$ cat src/shared/audio_tx_pkg.sv
// Constants for the serial audio transmitter.
// Assumes a 16-bit word-access internal CPU bus, 12-bit byte address.
package audio_tx_pkg;
  // Register word addresses (bits 11:2 compared for FIFO ports)
  localparam logic [11:0] RIGHT_PORT_ADDR = 12'h800;
  localparam logic [11:0] LEFT_PORT_ADDR  = 12'h808;
  localparam logic [11:0] CTRL_ADDR       = 12'h80E;
  // Control field positions
  localparam int TXE_BIT   = 7;
  localparam int FMT_BIT   = 6;
  localparam int BUSY_BIT  = 5;
  localparam int DIR_BIT   = 4;
  localparam int LEN_BIT   = 3;
  localparam int RATE_HI   = 2;
  localparam int RATE_LO   = 1;
  localparam int WCK_BIT   = 0;
  localparam int SYSCK_BIT = 8;
  localparam int CLKE_BIT  = 12;
  localparam int FSEL_BIT  = 13;
  localparam int EDGE_BIT  = 14;
  localparam int WLVL_BIT  = 15;
  localparam logic [15:0] CTRL_RESET = 16'h0000;
  // FIFO shapes, one entry is one 16-bit bus word
  localparam int DATA_W      = 16;
  localparam int RIGHT_DEPTH = 16;
  localparam int LEFT_DEPTH  = 8;
  localparam int RCNT_W      = 5;
  localparam int LCNT_W      = 4;
  // Bit timing
  localparam logic [4:0] BITS_8  = 5'd8;
  localparam logic [4:0] BITS_16 = 5'd16;
  localparam logic [4:0] BIT_PERIOD_BASE = 5'd2;
endpackage : audio_tx_pkg

$ cat src/rtl/serial_audio_transmitter.sv
// Serial audio transmitter: word FIFOs and master-only serial output.
// Assumes a word-access CPU bus on clk_i and asynchronous word-select
// sources that are synchronised here.
//
// Functional notes
// [RULE1] A 32-byte transmit FIFO; empty interrupt asks software to refill.
// [RULE2] Interrupt fires when last entry moves to shifter; FIFO then writable.
// [RULE3] Writing transmit_enable 1 starts sending, writing 0 stops it.
// [RULE4] Stereo mode repeats right then left words automatically.
// [RULE5] Software clears transmit_enable in the handler after busy falls.
// [RULE6] Clearing transmit_enable mid-word halts output immediately.
// [RULE7] Stereo mode: 16-byte right and left FIFOs, even byte counts; code keeps the right FIFO at 32 bytes.
// [RULE8] Mono select 1 takes samples from the right FIFO only.
// [RULE9] In mono the other slot carries all-zero data.
// [RULE10] Software writes FIFO ports with word or long-word accesses only.
// [RULE11] Right port answers 0800H-0803H, left port 0808H-080BH.
// [RULE12] Plain serial mode clears transmit_enable when busy falls.
// [RULE13] Plain serial mode uses one 32-byte FIFO, even counts 2 to 32.
// [RULE14] Plain serial mode: after all bytes, busy and enable drop alone.
// [RULE15] Plain serial mode latches written count when enable is set.
// [RULE16] Software reloads the FIFO before setting enable again.
// [RULE17] Plain serial mode accepts data only at the right port.
// [RULE18] Transmit-only master: drives clock and data, no receive path.
// [RULE19] Registers sit on the 16-bit internal CPU bus.
// [RULE20] Word select from low-speed clock divided by four or timer output.
// [RULE21] Data changes on rising or falling serial clock edge as selected.
// [RULE22] MSB-first or LSB-first, 8 or 16 bit words as configured.
// [RULE23] Serial clock rate is system clock divided by 1, 2, 4 or 8; code divides clk_i by 2, 4, 8 or 16.
// [RULE24] Word-select polarity bit picks which level marks left.
`timescale 1ns/1ns
`default_nettype none

module audio_word_fifo #(
  parameter int WIDTH = 16,
  parameter int DEPTH = 8
) (
  // Clock and control
  input  wire logic                           clk_i,
  input  wire logic                           srst_i,
  input  wire logic                           ce_i,
  // Fill side
  input  wire logic                           wr_valid_i,
  output logic                                wr_ready_o,
  input  wire logic [WIDTH-1:0]               wr_data_i,
  // Drain side
  output logic                                rd_valid_o,
  input  wire logic                           rd_ready_i,
  output logic      [WIDTH-1:0]               rd_data_o,
  output logic      [$clog2(DEPTH+1)-1:0]     count_o
);
  localparam int AW = $clog2(DEPTH);
  localparam int CW = $clog2(DEPTH+1);
  logic [WIDTH-1:0] mem_r [DEPTH];
  logic [AW-1:0]    wptr_r;
  logic [AW-1:0]    rptr_r;
  logic [CW-1:0]    cnt_r;
  logic             do_wr;
  logic             do_rd;

  assign wr_ready_o = (cnt_r != CW'(DEPTH));
  assign rd_valid_o = (cnt_r != '0);
  assign rd_data_o  = mem_r[rptr_r];
  assign count_o    = cnt_r;
  assign do_wr      = wr_valid_i && wr_ready_o;
  assign do_rd      = rd_ready_i && rd_valid_o;

  always_ff @(posedge clk_i) begin
    if (ce_i && do_wr) begin
      mem_r[wptr_r] <= wr_data_i;
    end
  end

  always_ff @(posedge clk_i) begin
    if (srst_i) begin
      wptr_r <= '0;
      rptr_r <= '0;
      cnt_r  <= '0;
    end else if (ce_i) begin
      if (do_wr) begin
        wptr_r <= (wptr_r == AW'(DEPTH-1)) ? '0 : wptr_r + 1'b1;
      end
      if (do_rd) begin
        rptr_r <= (rptr_r == AW'(DEPTH-1)) ? '0 : rptr_r + 1'b1;
      end
      if (do_wr && !do_rd) begin
        cnt_r <= cnt_r + 1'b1;
      end else if (do_rd && !do_wr) begin
        cnt_r <= cnt_r - 1'b1;
      end
    end
  end
endmodule : audio_word_fifo

module serial_audio_transmitter
  import audio_tx_pkg::*;
(
  // Clock, reset, enable
  input  wire logic        clk_i,
  input  wire logic        srst_i,
  input  wire logic        ce_i,
  // CPU bus
  input  wire logic [11:0] bus_addr_i,
  input  wire logic [15:0] bus_wdata_i,
  input  wire logic        bus_wr_i,
  input  wire logic        bus_rd_i,
  output logic             bus_wready_o,
  output logic      [15:0] bus_rdata_o,
  // Word-select sources
  input  wire logic        low_speed_clock_i,
  input  wire logic        timer_channel_output_i,
  // Serial pins and event
  output logic             serial_clock_out_o,
  output logic             serial_data_out_o,
  output logic             word_select_out_o,
  output logic             fifo_empty_irq_o
);
  typedef enum logic [1:0] {ST_IDLE, ST_WAIT, ST_SHIFT, ST_PAD} tx_state_e;

  tx_state_e           state_r;
  logic                txe_r, fmt_r, dir_r, len16_r, wck_r, sysck_r;
  logic                wlvl_r, edge_r, fsel_r, clke_r;
  logic [1:0]          rate_r;
  logic [15:0]         shift_r;
  logic [4:0]          bits_r;
  logic [3:0]          div_r;
  logic [RCNT_W-1:0]   words_r;
  logic                sck_r, sdo_r, irq_r;
  logic [15:0]         rdata_r;
  logic [2:0]          fs_sync_r, tm_sync_r;
  logic                fs_clean_r, tm_clean_r, fs_prev_r;
  logic [1:0]          fs_div_r;
  logic                ws_prev_r;
  logic                ctrl_wr, txe_set, stop, txe_hw_clr;
  logic                r_sel, l_sel, r_wr, l_wr;
  logic                r_valid, l_valid, r_rdy, l_rdy;
  logic [DATA_W-1:0]   r_data, l_data;
  logic [RCNT_W-1:0]   r_cnt;
  logic [LCNT_W-1:0]   l_cnt;
  logic                ws_lvl, ws_edge, left_ph, busy;
  logic                slot_go, sio_start, sio_next, word_end, tick_end;
  logic                load, pop_r, pop_l;
  logic [15:0]         load_word;
  logic [3:0]          full_m1, half;

  // Address decode, words only
  assign r_sel   = (bus_addr_i[11:2] == RIGHT_PORT_ADDR[11:2]); // [RULE11]
  assign l_sel   = (bus_addr_i[11:2] == LEFT_PORT_ADDR[11:2]);  // [RULE11]
  assign ctrl_wr = bus_wr_i && (bus_addr_i == CTRL_ADDR); // [RULE19]
  assign r_wr    = bus_wr_i && r_sel;
  assign l_wr    = bus_wr_i && l_sel && !fmt_r; // [RULE17]
  assign txe_set = ctrl_wr && bus_wdata_i[TXE_BIT] && !txe_r; // [RULE3]
  assign stop    = ctrl_wr && !bus_wdata_i[TXE_BIT]; // [RULE6]
  assign bus_wready_o = r_sel ? r_rdy : (l_wr ? l_rdy : 1'b1);

  // Right FIFO serves both modes, left only stereo
  audio_word_fifo #(.WIDTH(DATA_W), .DEPTH(RIGHT_DEPTH)) u_right ( // [RULE13]
    .clk_i      (clk_i),
    .srst_i     (srst_i),
    .ce_i       (ce_i),
    .wr_valid_i (r_wr),
    .wr_ready_o (r_rdy),
    .wr_data_i  (bus_wdata_i),
    .rd_valid_o (r_valid),
    .rd_ready_i (pop_r),
    .rd_data_o  (r_data),
    .count_o    (r_cnt)
  );
  audio_word_fifo #(.WIDTH(DATA_W), .DEPTH(LEFT_DEPTH)) u_left ( // [RULE7]
    .clk_i      (clk_i),
    .srst_i     (srst_i),
    .ce_i       (ce_i),
    .wr_valid_i (l_wr),
    .wr_ready_o (l_rdy),
    .wr_data_i  (bus_wdata_i),
    .rd_valid_o (l_valid),
    .rd_ready_i (pop_l),
    .rd_data_o  (l_data),
    .count_o    (l_cnt)
  );

  // Control register
  always_ff @(posedge clk_i) begin
    if (srst_i) begin
      {wlvl_r, edge_r, fsel_r, clke_r} <= CTRL_RESET[15:12];
      {txe_r, fmt_r, dir_r, len16_r}   <= CTRL_RESET[7:4];
      {rate_r, wck_r, sysck_r}         <= {CTRL_RESET[2:0], CTRL_RESET[8]};
    end else if (ce_i) begin
      if (ctrl_wr) begin
        txe_r   <= bus_wdata_i[TXE_BIT]; // [RULE3]
        fmt_r   <= bus_wdata_i[FMT_BIT];
        dir_r   <= bus_wdata_i[DIR_BIT];
        len16_r <= bus_wdata_i[LEN_BIT];
        rate_r  <= bus_wdata_i[RATE_HI:RATE_LO];
        wck_r   <= bus_wdata_i[WCK_BIT];
        sysck_r <= bus_wdata_i[SYSCK_BIT];
        clke_r  <= bus_wdata_i[CLKE_BIT];
        fsel_r  <= bus_wdata_i[FSEL_BIT];
        edge_r  <= bus_wdata_i[EDGE_BIT];
        wlvl_r  <= bus_wdata_i[WLVL_BIT];
      end else if (txe_hw_clr) begin
        txe_r <= 1'b0; // [RULE12] [RULE14]
      end
    end
  end

  // Register read, status shows busy
  always_ff @(posedge clk_i) begin
    if (srst_i) begin
      rdata_r <= 16'h0000;
    end else if (ce_i) begin
      rdata_r <= 16'h0000;
      if (bus_rd_i && bus_addr_i == CTRL_ADDR) begin
        rdata_r <= {wlvl_r, edge_r, fsel_r, clke_r, 3'b000, sysck_r,
                    txe_r, fmt_r, busy, dir_r, len16_r, rate_r, wck_r};
      end
    end
  end
  assign bus_rdata_o = rdata_r;

  // Word-select source sync and fs/4 divider
  always_ff @(posedge clk_i) begin
    if (srst_i) begin
      fs_sync_r  <= 3'b000;
      tm_sync_r  <= 3'b000;
      fs_clean_r <= 1'b0;
      tm_clean_r <= 1'b0;
      fs_prev_r  <= 1'b0;
      fs_div_r   <= 2'b00;
      ws_prev_r  <= 1'b0;
    end else if (ce_i) begin
      fs_sync_r <= {fs_sync_r[1:0], low_speed_clock_i};
      tm_sync_r <= {tm_sync_r[1:0], timer_channel_output_i};
      if (fs_sync_r[1] == fs_sync_r[2]) begin
        fs_clean_r <= fs_sync_r[2];
      end
      if (tm_sync_r[1] == tm_sync_r[2]) begin
        tm_clean_r <= tm_sync_r[2];
      end
      fs_prev_r <= fs_clean_r;
      if (fs_clean_r && !fs_prev_r) begin
        fs_div_r <= fs_div_r + 2'd1; // [RULE20]
      end
      ws_prev_r <= ws_lvl;
    end
  end

  assign ws_lvl  = wck_r ? tm_clean_r : fs_div_r[1]; // [RULE20]
  assign ws_edge = (ws_lvl != ws_prev_r);
  assign left_ph = (ws_lvl == wlvl_r); // [RULE24]
  assign busy    = (state_r == ST_SHIFT);

  // Bit timing
  assign full_m1  = 4'((BIT_PERIOD_BASE << rate_r) - 5'd1); // [RULE23]
  assign half     = 4'(5'd1 << rate_r);
  assign tick_end = (div_r == full_m1);
  assign word_end = busy && tick_end && (bits_r == 5'd1);

  // Word scheduling
  assign slot_go   = !fmt_r && txe_r && ws_edge && (state_r != ST_IDLE)
                     && (state_r != ST_WAIT || !left_ph); // [RULE4]
  assign sio_start = fmt_r && txe_set && r_valid && (state_r == ST_IDLE);
  assign sio_next  = fmt_r && word_end && (words_r > RCNT_W'(1));
  assign txe_hw_clr = fmt_r && txe_r && (state_r == ST_IDLE); // [RULE12]

  always_comb begin
    load      = 1'b0;
    pop_r     = 1'b0;
    pop_l     = 1'b0;
    load_word = 16'h0000;
    if (slot_go) begin
      load = 1'b1;
      if (!left_ph) begin
        pop_r     = r_valid;
        load_word = r_valid ? r_data : 16'h0000;
      end else if (!fsel_r) begin
        pop_l     = l_valid;
        load_word = l_valid ? l_data : 16'h0000;
      end else begin
        load_word = 16'h0000; // [RULE8] [RULE9]
      end
    end else if (sio_start || sio_next) begin
      load      = 1'b1;
      pop_r     = r_valid;
      load_word = r_data;
    end
  end

  // Transmit state machine
  always_ff @(posedge clk_i) begin
    if (srst_i) begin
      state_r <= ST_IDLE;
      shift_r <= 16'h0000;
      bits_r  <= 5'd0;
      div_r   <= 4'd0;
      words_r <= '0;
    end else if (ce_i) begin
      if (stop) begin
        state_r <= ST_IDLE; // [RULE6]
        div_r   <= 4'd0;
      end else if (load) begin
        state_r <= ST_SHIFT;
        div_r   <= 4'd0;
        bits_r  <= len16_r ? BITS_16 : BITS_8; // [RULE22]
        shift_r <= (len16_r || dir_r) ? load_word
                                      : {load_word[7:0], 8'h00};
        if (sio_start) begin
          words_r <= r_cnt; // [RULE15]
        end else if (sio_next) begin
          words_r <= words_r - 1'b1;
        end
      end else begin
        case (state_r)
          ST_IDLE: begin
            if (txe_set && !fmt_r) begin
              state_r <= ST_WAIT;
            end
          end
          ST_SHIFT: begin
            if (tick_end) begin
              div_r  <= 4'd0;
              bits_r <= bits_r - 5'd1;
              shift_r <= dir_r ? (shift_r >> 1) : (shift_r << 1); // [RULE22]
              if (bits_r == 5'd1) begin
                state_r <= fmt_r ? ST_IDLE : ST_PAD; // [RULE14]
              end
            end else begin
              div_r <= div_r + 4'd1;
            end
          end
          ST_WAIT, ST_PAD: begin
            state_r <= state_r;
          end
          default: begin
            state_r <= ST_IDLE;
          end
        endcase
      end
    end
  end

  // Pin and event registers
  always_ff @(posedge clk_i) begin
    if (srst_i) begin
      sck_r <= 1'b0;
      sdo_r <= 1'b0;
      irq_r <= 1'b0;
    end else if (ce_i) begin
      sck_r <= busy && !stop && (edge_r ^ (div_r >= half)); // [RULE21] [RULE18]
      sdo_r <= busy && !stop && (dir_r ? shift_r[0] : shift_r[15]); // [RULE6]
      irq_r <= (pop_r && r_cnt == RCNT_W'(1) && (fmt_r || fsel_r || !l_valid))
            || (pop_l && l_cnt == LCNT_W'(1) && !r_valid); // [RULE1] [RULE2]
    end
  end

  assign serial_clock_out_o = sck_r;
  assign serial_data_out_o  = sdo_r;
  assign word_select_out_o  = !fmt_r && txe_r && ws_lvl;
  assign fifo_empty_irq_o   = irq_r;
endmodule : serial_audio_transmitter
`default_nettype wire

$ cat config.mk
export PLATFORM = sky130hd
export DESIGN_NAME = serial_audio_transmitter
export DESIGN_NICKNAME = d
export VERILOG_FILES = /design/src/shared/audio_tx_pkg.sv /design/src/rtl/serial_audio_transmitter.sv
export SDC_FILE = /design/constraint.sdc
export NUM_CORES = 1
export LEC_CHECK = 0
export ABC_AREA = 0
export BUFFER_PORTS_ARGS = -buffer_cell sky130_fd_sc_hd__buf_2
export CAP_MARGIN = 20
export CORE_MARGIN = 2
export CORE_UTILIZATION = 33
export CTS_CLUSTER_DIAMETER = 200
export CTS_CLUSTER_SIZE = 28
export DETAILED_ROUTE_END_ITERATION = 12
export GPL_TIMING_DRIVEN = 0
export HOLD_SLACK_MARGIN = 0.05
export PLACE_DENSITY = 0.52
export SLEW_MARGIN = 20
export SYNTH_ARGS = -nofsm -noshare
export SYNTH_HDL_FRONTEND = slang
export SYNTH_HIERARCHICAL = 1
export SYNTH_SLANG_ARGS = --single-unit
$ cat constraint.sdc
create_clock -name clk_i -period 10.02 [get_ports clk_i]
set_clock_uncertainty 0.15 [all_clocks]
set_input_delay 1.002 -clock clk_i [delete_from_list [all_inputs] [get_ports clk_i]]
set_output_delay 1.002 -clock clk_i [all_outputs]
set_load 0.02 [all_outputs]
==> results of run 1 <==
[how the worst max path moves through the flow]
stage	cells after the start	to	startpoint	slack [ns]
final	15	u_right/count_o[4]	bus_wdata_i[7]	5.40
after detailed placement	15	u_right/count_o[4]	bus_wdata_i[7]	4.78
after global routing	15	u_right/count_o[4]	bus_wdata_i[7]	5.12
after CTS	15	u_right/count_o[4]	bus_wdata_i[7]	5.37
after floorplan	5	u_left/mem_r[0][0]	bus_addr_i[9]	5.38
after global placement	6	u_left/mem_r[0][3]	bus_addr_i[9]	3.50
[synthesized netlist by cell type, types with 7 or more instances]
cell type / number / share of area (%)
mux2i_1: 33 / 1.6
dfxtp_1: 102 / 10
nor2_1: 106 / 2.0
buf_2: 9 / 0.22
nor2b_1: 8 / 0.25
xnor2_1: 9 / 0.39
inv_1: 18 / 0.33
a211oi_1: 13 / 0.48
edfxtp_1: 384 / 57
a21o_1: 7 / 0.26
buf_1: 10 / 0.19
mux4_2: 68 / 7.6
nand3_1: 25 / 0.62
ha_1: 25 / 1.5
a22oi_1: 47 / 1.7
o21ai_0: 20 / 0.50
a221oi_1: 13 / 0.56
mux2_2: 23 / 1.3
mux4_1: 28 / 3.6
nand2b_1: 10 / 0.31
nand2_1: 85 / 1.6
clkbuf_1: 41 / 0.76
a21oi_1: 33 / 0.82
nor3_1: 26 / 0.64
[registers in the layout (all words and copies together) (netlist names), 4 cells and up, named ones only]
name             flops
bus_rdata_o         13
shift_r             16
u_left/mem_r       128
u_right/count_o      5
div_r                4
u_right/mem_r      256
u_left/count_o       4
bits_r               5
u_right/rptr_r       4
u_right/wptr_r       4
words_r              5
[stage by stage]
step | hold slack (ns) | cells
4_1_cts | 0.320 | 2169
3_3_place_gp | 0.297 | 2102
6_report | 0.318 | 2169
3_5_place_dp | 0.302 | 2133
2_1_floorplan | 0.294 | 1268
5_1_grt | 0.341 | 2169
[critical path: cells and delay by family]
| kind | cells | cell delay, ns |
|---|---|---|
| and+or+nand+nor | 6 | 1.81 |
| buffers and inverters | 3 | 0.81 |
| adders and majority gates | 2 | 0.52 |
| AOI/OAI and AO/OA | 3 | 0.51 |
| muxes | 1 | 0.26 |
[report_power, final]
part	total, W	switching [W]	leakage, nW	internal (W)
registers	0.00217	0.00000103	4.27	0.00217
clock network	0.00101	0.000604	0.285	0.000407
logic	0.0000607	0.0000497	2.70	0.0000110
total	0.00324	0.000655	7.26	0.00259
[per-layer routing]
layer | routed length (µm) | vias up | global-route usage [%]
li1 | - | 5200 | -
met1 | 22900 | 5879 | 22.4
met2 | 23100 | 258 | 25.2
met3 | 2260 | 51 | 1.72
met4 | 904 | 2 | 3.10
met5 | 13 | - | 0
[layout make-up]
type / count / area (µm²)
fillers: 5579 / 38000
clock inverters: 1 / 20.0
repair buffers: 83 / 557
clock buffers: 35 / 578
flip-flops and latches: 486 / 13600
plain buffers: 73 / 348
inverters: 18 / 67.6
well taps: 782 / 978
multi-input cells: 691 / 6340
[cells by family (layout without fill, tap and decap cells)]
kind of cell / count (synthesis) / count (layout) / synth area share, %
flops: 486 / 486 / 67.1
fa+ha+maj: 27 / 27 / 1.75
buf+inv: 91 / 210 / 2.06
simple gates: 310 / 310 / 7.43
other cells: 1 / 3 / 0.0186
mux: 152 / 152 / 14.1
compound gates: 186 / 186 / 6.90
xor+xnor: 13 / 13 / 0.563
==> results.yml, run 1 <==
worst_setup_path:
  reg2reg_slack_ns: 5.87
  reg2reg_to: "u_right/count_o[4]"
  cp-start-kind: "input port"
  crit_chain: "buf_2 -> or4bb_1 -> nor4_4 -> nand3_4 -> and3_4 -> buf_6 -> nor2_1 -> nand2_1 -> ha_1 -> inv_1 -> ha_1 -> a21oi_1 -> a211oi_1 -> a31o_2 -> mux2_2"
  required_ns: 10.32
  slowest_stage: "or4bb_1"
  crit_arrival_ns: 4.92
  crit_top_cell: "ha_1"
  max_stage_delay_ns: 0.60
  r2r_cells: 15
  crit_type: "input port to register"
  end_kind: "register"
  critical_path_peak_fanout: 28
  reg2reg_from: "state_r[1]"
final_layout:
  final_area_um2: 22500
  layout_commonest_cell: "edfxtp_1"
  area_growth_pct: 11.1
  final_cell_mix: "384 x edfxtp_1, 102 x dfxtp_1, 91 x nor2_1"
  diodes: 0
  final_util_pct: 37.1
  drive_gt1_share_pct: 19.5
  final_nets: 1436
hold_path:
  min_from: "serial_data_out_o"
  holdPathEnd: "serial_data_out_o"
  worstHoldPathCells: 2
  min_path_type: "register to register"
sta:
  final.setup.tns_ns: 0
  final_hold_viol_count: 0
  setup_viol: 0
  min_period_ns: 4.62
  fmax_mhz: 216
  slew_violations: 0
  period_share_pct: 46.1
  maxSlewHeadroom_pct: 29.7
  worst-slew-pin-transition_ns: 1.04
  fin_ws_ns: 5.40
  rsz0062_at_grt: "false"
logic_synthesis:
  synth_ff_type: "edfxtp_1"
  postSynth.asyncResetShare_pct: 0
  yosys_warnings: 6
  synth_seq_cells: 486
  synth_area_per_cell_um2: 16.0
  ys_seq_area_share_pct: 67.1
  syn_area_um2: 20200
  synth_edf_count: 384
  synth_cell_types: 79
  synth_cells: 1266
route:
  num_vias: 11400
  wl_um: 49200
  drcViolationCount: 0
  drt_iter0_markers: 936
  ant_nets: 0
  wl_per_cell_um: 22.7
  firstDrtPassIters: 5
  vias_per_cell: 5.25
clock_tree:
  clock_path_buffers: 3
  cts_hold_buf: 0
  cts_max_level: 1
  cts_buffers: 21
  clock-sinks: 486
  insertion_delay_ns: 0.55
  clk_root_buffer_cell: "clkbuf_16"
  cts-resized-gates: 0
  post_cts_buffers: 0
  clk_pin_slew_ns: 0.12
  cts_tree: "yes"
global_route:
  grt_overflow_total: 0
  antenna_found_initial: 1
  grt_max_degree: 30
  grt_pass1_vias: 11200
  grt_pass1_wl_um: 73300
  grtUsageTotal_pct: 15.4
die:
  fp.dieH_um: 251
  initial_core_util_pct: 33.4
  pin_count: 56
  core_um2: 60500
  rows: 90
  die-area_um2: 63200
  die_x_um: 251
power:
  power_leakage_nw: 7.26
  irDropWorstVdd_v: 0.0000971
  power_w: 0.00324
  power_density_nw_per_um2: 144
placement:
  place.port_buffers: 52
  dpl_cell_area_um2: 21900
  pre_cts_ws_ns: 4.78
  dp.final_hpwl_um: 33800
  place_congestion: 0.866
flow_run:
  cap_violations: 0
status:
  status: "complete, no violations"
No activity file was read; power rests on OpenSTA's default activity.
==> run 2, diff against run 1 <==
--- a/config.mk
+++ b/config.mk
@@ -5,7 +5,7 @@
 export SDC_FILE = /design/constraint.sdc
 export NUM_CORES = 1
 export LEC_CHECK = 0
-export ABC_AREA = 0
+export ABC_AREA = 1
 export BUFFER_PORTS_ARGS = -buffer_cell sky130_fd_sc_hd__buf_2
 export CAP_MARGIN = 20
 export CORE_MARGIN = 2
@@ -15,7 +15,7 @@
 export DETAILED_ROUTE_END_ITERATION = 12
 export GPL_TIMING_DRIVEN = 0
 export HOLD_SLACK_MARGIN = 0.05
-export PLACE_DENSITY = 0.52
+export PLACE_DENSITY = 0.53
 export SLEW_MARGIN = 20
 export SYNTH_ARGS = -nofsm -noshare
 export SYNTH_HDL_FRONTEND = slang
==> constraint.sdc (replaced) <==
create_clock -name clk_i -period 4.2 [get_ports clk_i]
set_clock_uncertainty 0.15 [all_clocks]
set_input_delay 0.42 -clock clk_i [delete_from_list [all_inputs] [get_ports clk_i]]
set_output_delay 0.42 -clock clk_i [all_outputs]
set_load 0.02 [all_outputs]
==> run 2 against run 1 <==
  * Sequential cell count is the same
  * Clock power up 150%
  * Sequential share of layout area down 5.4 points
  * Largest power group unchanged
  * Worst hold slack got worse by 0.25 ns
  * Worst setup slack lost 4.9 ns
  * Count of clock-buffer cells in the layout is the same
  * Register-to-register slack got worse by 5.4 ns
==> results.yml, run 2 <==
logic_synthesis:
  syn_area_um2: 22200
  synth_cell_types: 44
  synth_edf_count: 384
  yosys_warnings: 6
  ys_seq_area_share_pct: 61.1
  synth_most_common_cell: "nand2_1"
  synth_area_per_cell_um2: 9.31
  synth_ff_type: "edfxtp_1"
  yosysTopAreaCell: "edfxtp_1"
  synth_seq_cells: 486
  synthTopCellsByArea: "edfxtp_1 52%, nand2_1 11%, dfxtp_1 9.2%, nand3_1 5.4%, inv_1 5.0%"
  postSynth.asyncResetShare_pct: 0
  synth.top_cells.by_count: "669 x nand2_1, 384 x edfxtp_1, 297 x inv_1"
  synth.top_cell.area_share_pct: 51.9
  synth_cells: 2388
sta:
  maxSlewHeadroom_pct: 48.2
  worst-slew-pin-transition_ns: 0.772
  final_hold_viol_count: 0
  fin_ws_ns: 0.502
  fmax_mhz: 270
  setup_viol: 0
  min_period_ns: 3.70
  rsz0062_at_grt: "false"
  slew_violations: 0
  period_share_pct: 88.0
die:
  die_x_um: 263
  initial_core_util_pct: 33.2
  pin_count: 56
  fp.dieH_um: 263
  rows: 95
  die-area_um2: 69400
  core_um2: 66900
clock_tree:
  clock-sinks: 486
  cts_hold_buf: 2
  insertion_delay_ns: 0.58
  clk_root_buffer_cell: "clkbuf_16"
  post_cts_buffers: 0
  cts-resized-gates: 0
  cts_buffers: 21
  clock_path_buffers: 3
  cts_tree: "yes"
  clk_pin_slew_ns: 0.12
  cts_max_level: 1
global_route:
  antenna_found_initial: 2
  grt_pass1_wl_um: 93200
  grt_pass1_vias: 15500
  grt_max_degree: 30
  grt_overflow_total: 0
  grtUsageTotal_pct: 17.3
final_layout:
  drive_gt1_share_pct: 10.9
  diodes: 0
  largest_reg_flops: 256
  area_growth_pct: 11.0
  final_cell_mix: "669 x nand2_1, 384 x edfxtp_1, 297 x inv_1"
  final_area_um2: 24700
  ff_latch_area_um2: 13600
  nFillCells: 6730
  largest_register: "u_right/mem_r"
  final_nets: 2572
  multi_input_area_um2: 6920
  layout_commonest_cell: "nand2_1"
  reg_top3: "u_right/mem_r (256), u_left/mem_r (128), shift_r (16)"
worst_setup_path:
  cp-start-kind: "register"
  critical_path_peak_fanout: 7
  cp_top_family: "simple AND/OR/NAND/NOR gates"
  max_stage_delay_ns: 0.45
  crit_buf_inv: 6
  crit_top_cell: "inv_1"
  slowest_stage: "dfxtp_1"
  end_kind: "register"
  crit_arrival_ns: 4.04
  crit_type: "register to register"
  crit_chain: "inv_1 -> nand3_1 -> clkbuf_1 -> inv_1 -> nor2_1 -> nand4_2 -> nand3_4 -> inv_2 -> nor2_1 -> nand2_1 -> ha_1 -> inv_1 -> ha_1 -> or2_2 -> nand3_1 -> nand3_1 -> nand2_1 -> inv_1"
  required_ns: 4.55
route:
  vias_per_cell: 4.81
  drcViolationCount: 0
  ant_nets: 0
  drt_iter0_markers: 1203
  firstDrtPassIters: 5
  wl_per_cell_um: 18.0
  num_vias: 16300
  wl_um: 61200
placement:
  place_congestion: 0.859
  place.port_buffers: 52
  dpl_cell_area_um2: 24000
  dp.final_hpwl_um: 42700
  pre_cts_ws_ns: 0.462
power:
  power_density_nw_per_um2: 318
  power_leakage_nw: 10.0
  irDropWorstVdd_v: 0.000290
hold_path:
  min_path_type: "input port to register"
status:
  status: "complete, no violations"
flow_run:
  cap_violations: 0
-- run 2: cell types whose count changed after synthesis, moves of 73 or more --
cell / delta
o21ai_0: +76
inv_1: +279
nand2_1: +584
nand3_1: +214
o21ai_1: +73
nor2_1: +102
-- run 2: path summary, 6_finish.rpt --
kind	start	endpoint	slack (ns)	depth (start not counted)
worst min-delay path	bus_rd_i	bus_rdata_o[1]	0.06	5
worst min register to register	fs_div_r[0]	fs_div_r[0]	0.32	1
worst max-delay path	u_right/count_o[4]	u_right/count_o[4]	0.50	18
worst max register to register	u_right/count_o[4]	u_right/count_o[4]	0.50	18
-- run 2: worst reg2reg max path: cells and delay by family, from the launching register on --
kind                     cells  cell delay, ns
adder cells (fa/ha/maj)      2            0.50
buffers and inverters        6            0.80
flip-flops                   1            0.45
AND/OR/NAND/NOR             10            1.73
-- run 2: final cells by class --
class | count | share of cell area, %
repair buffers | 97 | 2.54
clock inverters | 2 | 0.117
clock buffers | 35 | 2.34
inverters | 305 | 4.64
well taps | 873 | 4.43
multi-input cells | 1487 | 28.0
flip-flops and latches | 486 | 55.0
plain buffers | 112 | 2.88
-- run 2: metal layers --
layer  wire [µm]  track usage [%]  vias to the layer above
li1            -                -                     8019
met1       27300             23.6                     7881
met2       29600             29.7                      366
met3        2790             1.28                       64
met4        1470             4.77                        0
met5           0                0                        -
-- run 2: cells by family after synthesis --
family                   count (synthesis)  share of synthesized area, %
buffers and inverters                  417                          8.34
XOR/XNOR                                 8                         0.315
AND/OR/NAND/NOR                       1187                          22.5
flip-flops                             486                          61.1
adder cells (fa/ha/maj)                 27                          1.59
other                                    1                        0.0169
AO/OA/AOI/OAI                          262                          6.18
-- run 2: through the flow --
step | TNS (ns) | std cells | total power [W] | util [%] | hold slack, ns
3_5_place_dp | 0 | 3358 | 0.00549 | 35.9 | 0.301
6_report | 0 | 3397 | 0.00785 | 36.9 | 0.0634
3_3_place_gp | -70.70 | 3315 | 0.00548 | 35.2 | 0.288
5_1_grt | 0 | 3397 | 0.00813 | 36.9 | 0.0790
4_1_cts | 0 | 3397 | 0.00794 | 36.9 | 0.0515
2_1_floorplan | 0 | 2390 | 0.00535 | - | 0.273
-- run 2: power by group --
| group | internal [W] | switching (W) |
|---|---|---|
| Clock | 0.000973 | 0.00150 |
| Sequential | 0.00519 | 0.00000466 |
| Combinational | 0.0000331 | 0.000148 |
| Total | 0.00619 | 0.00166 |
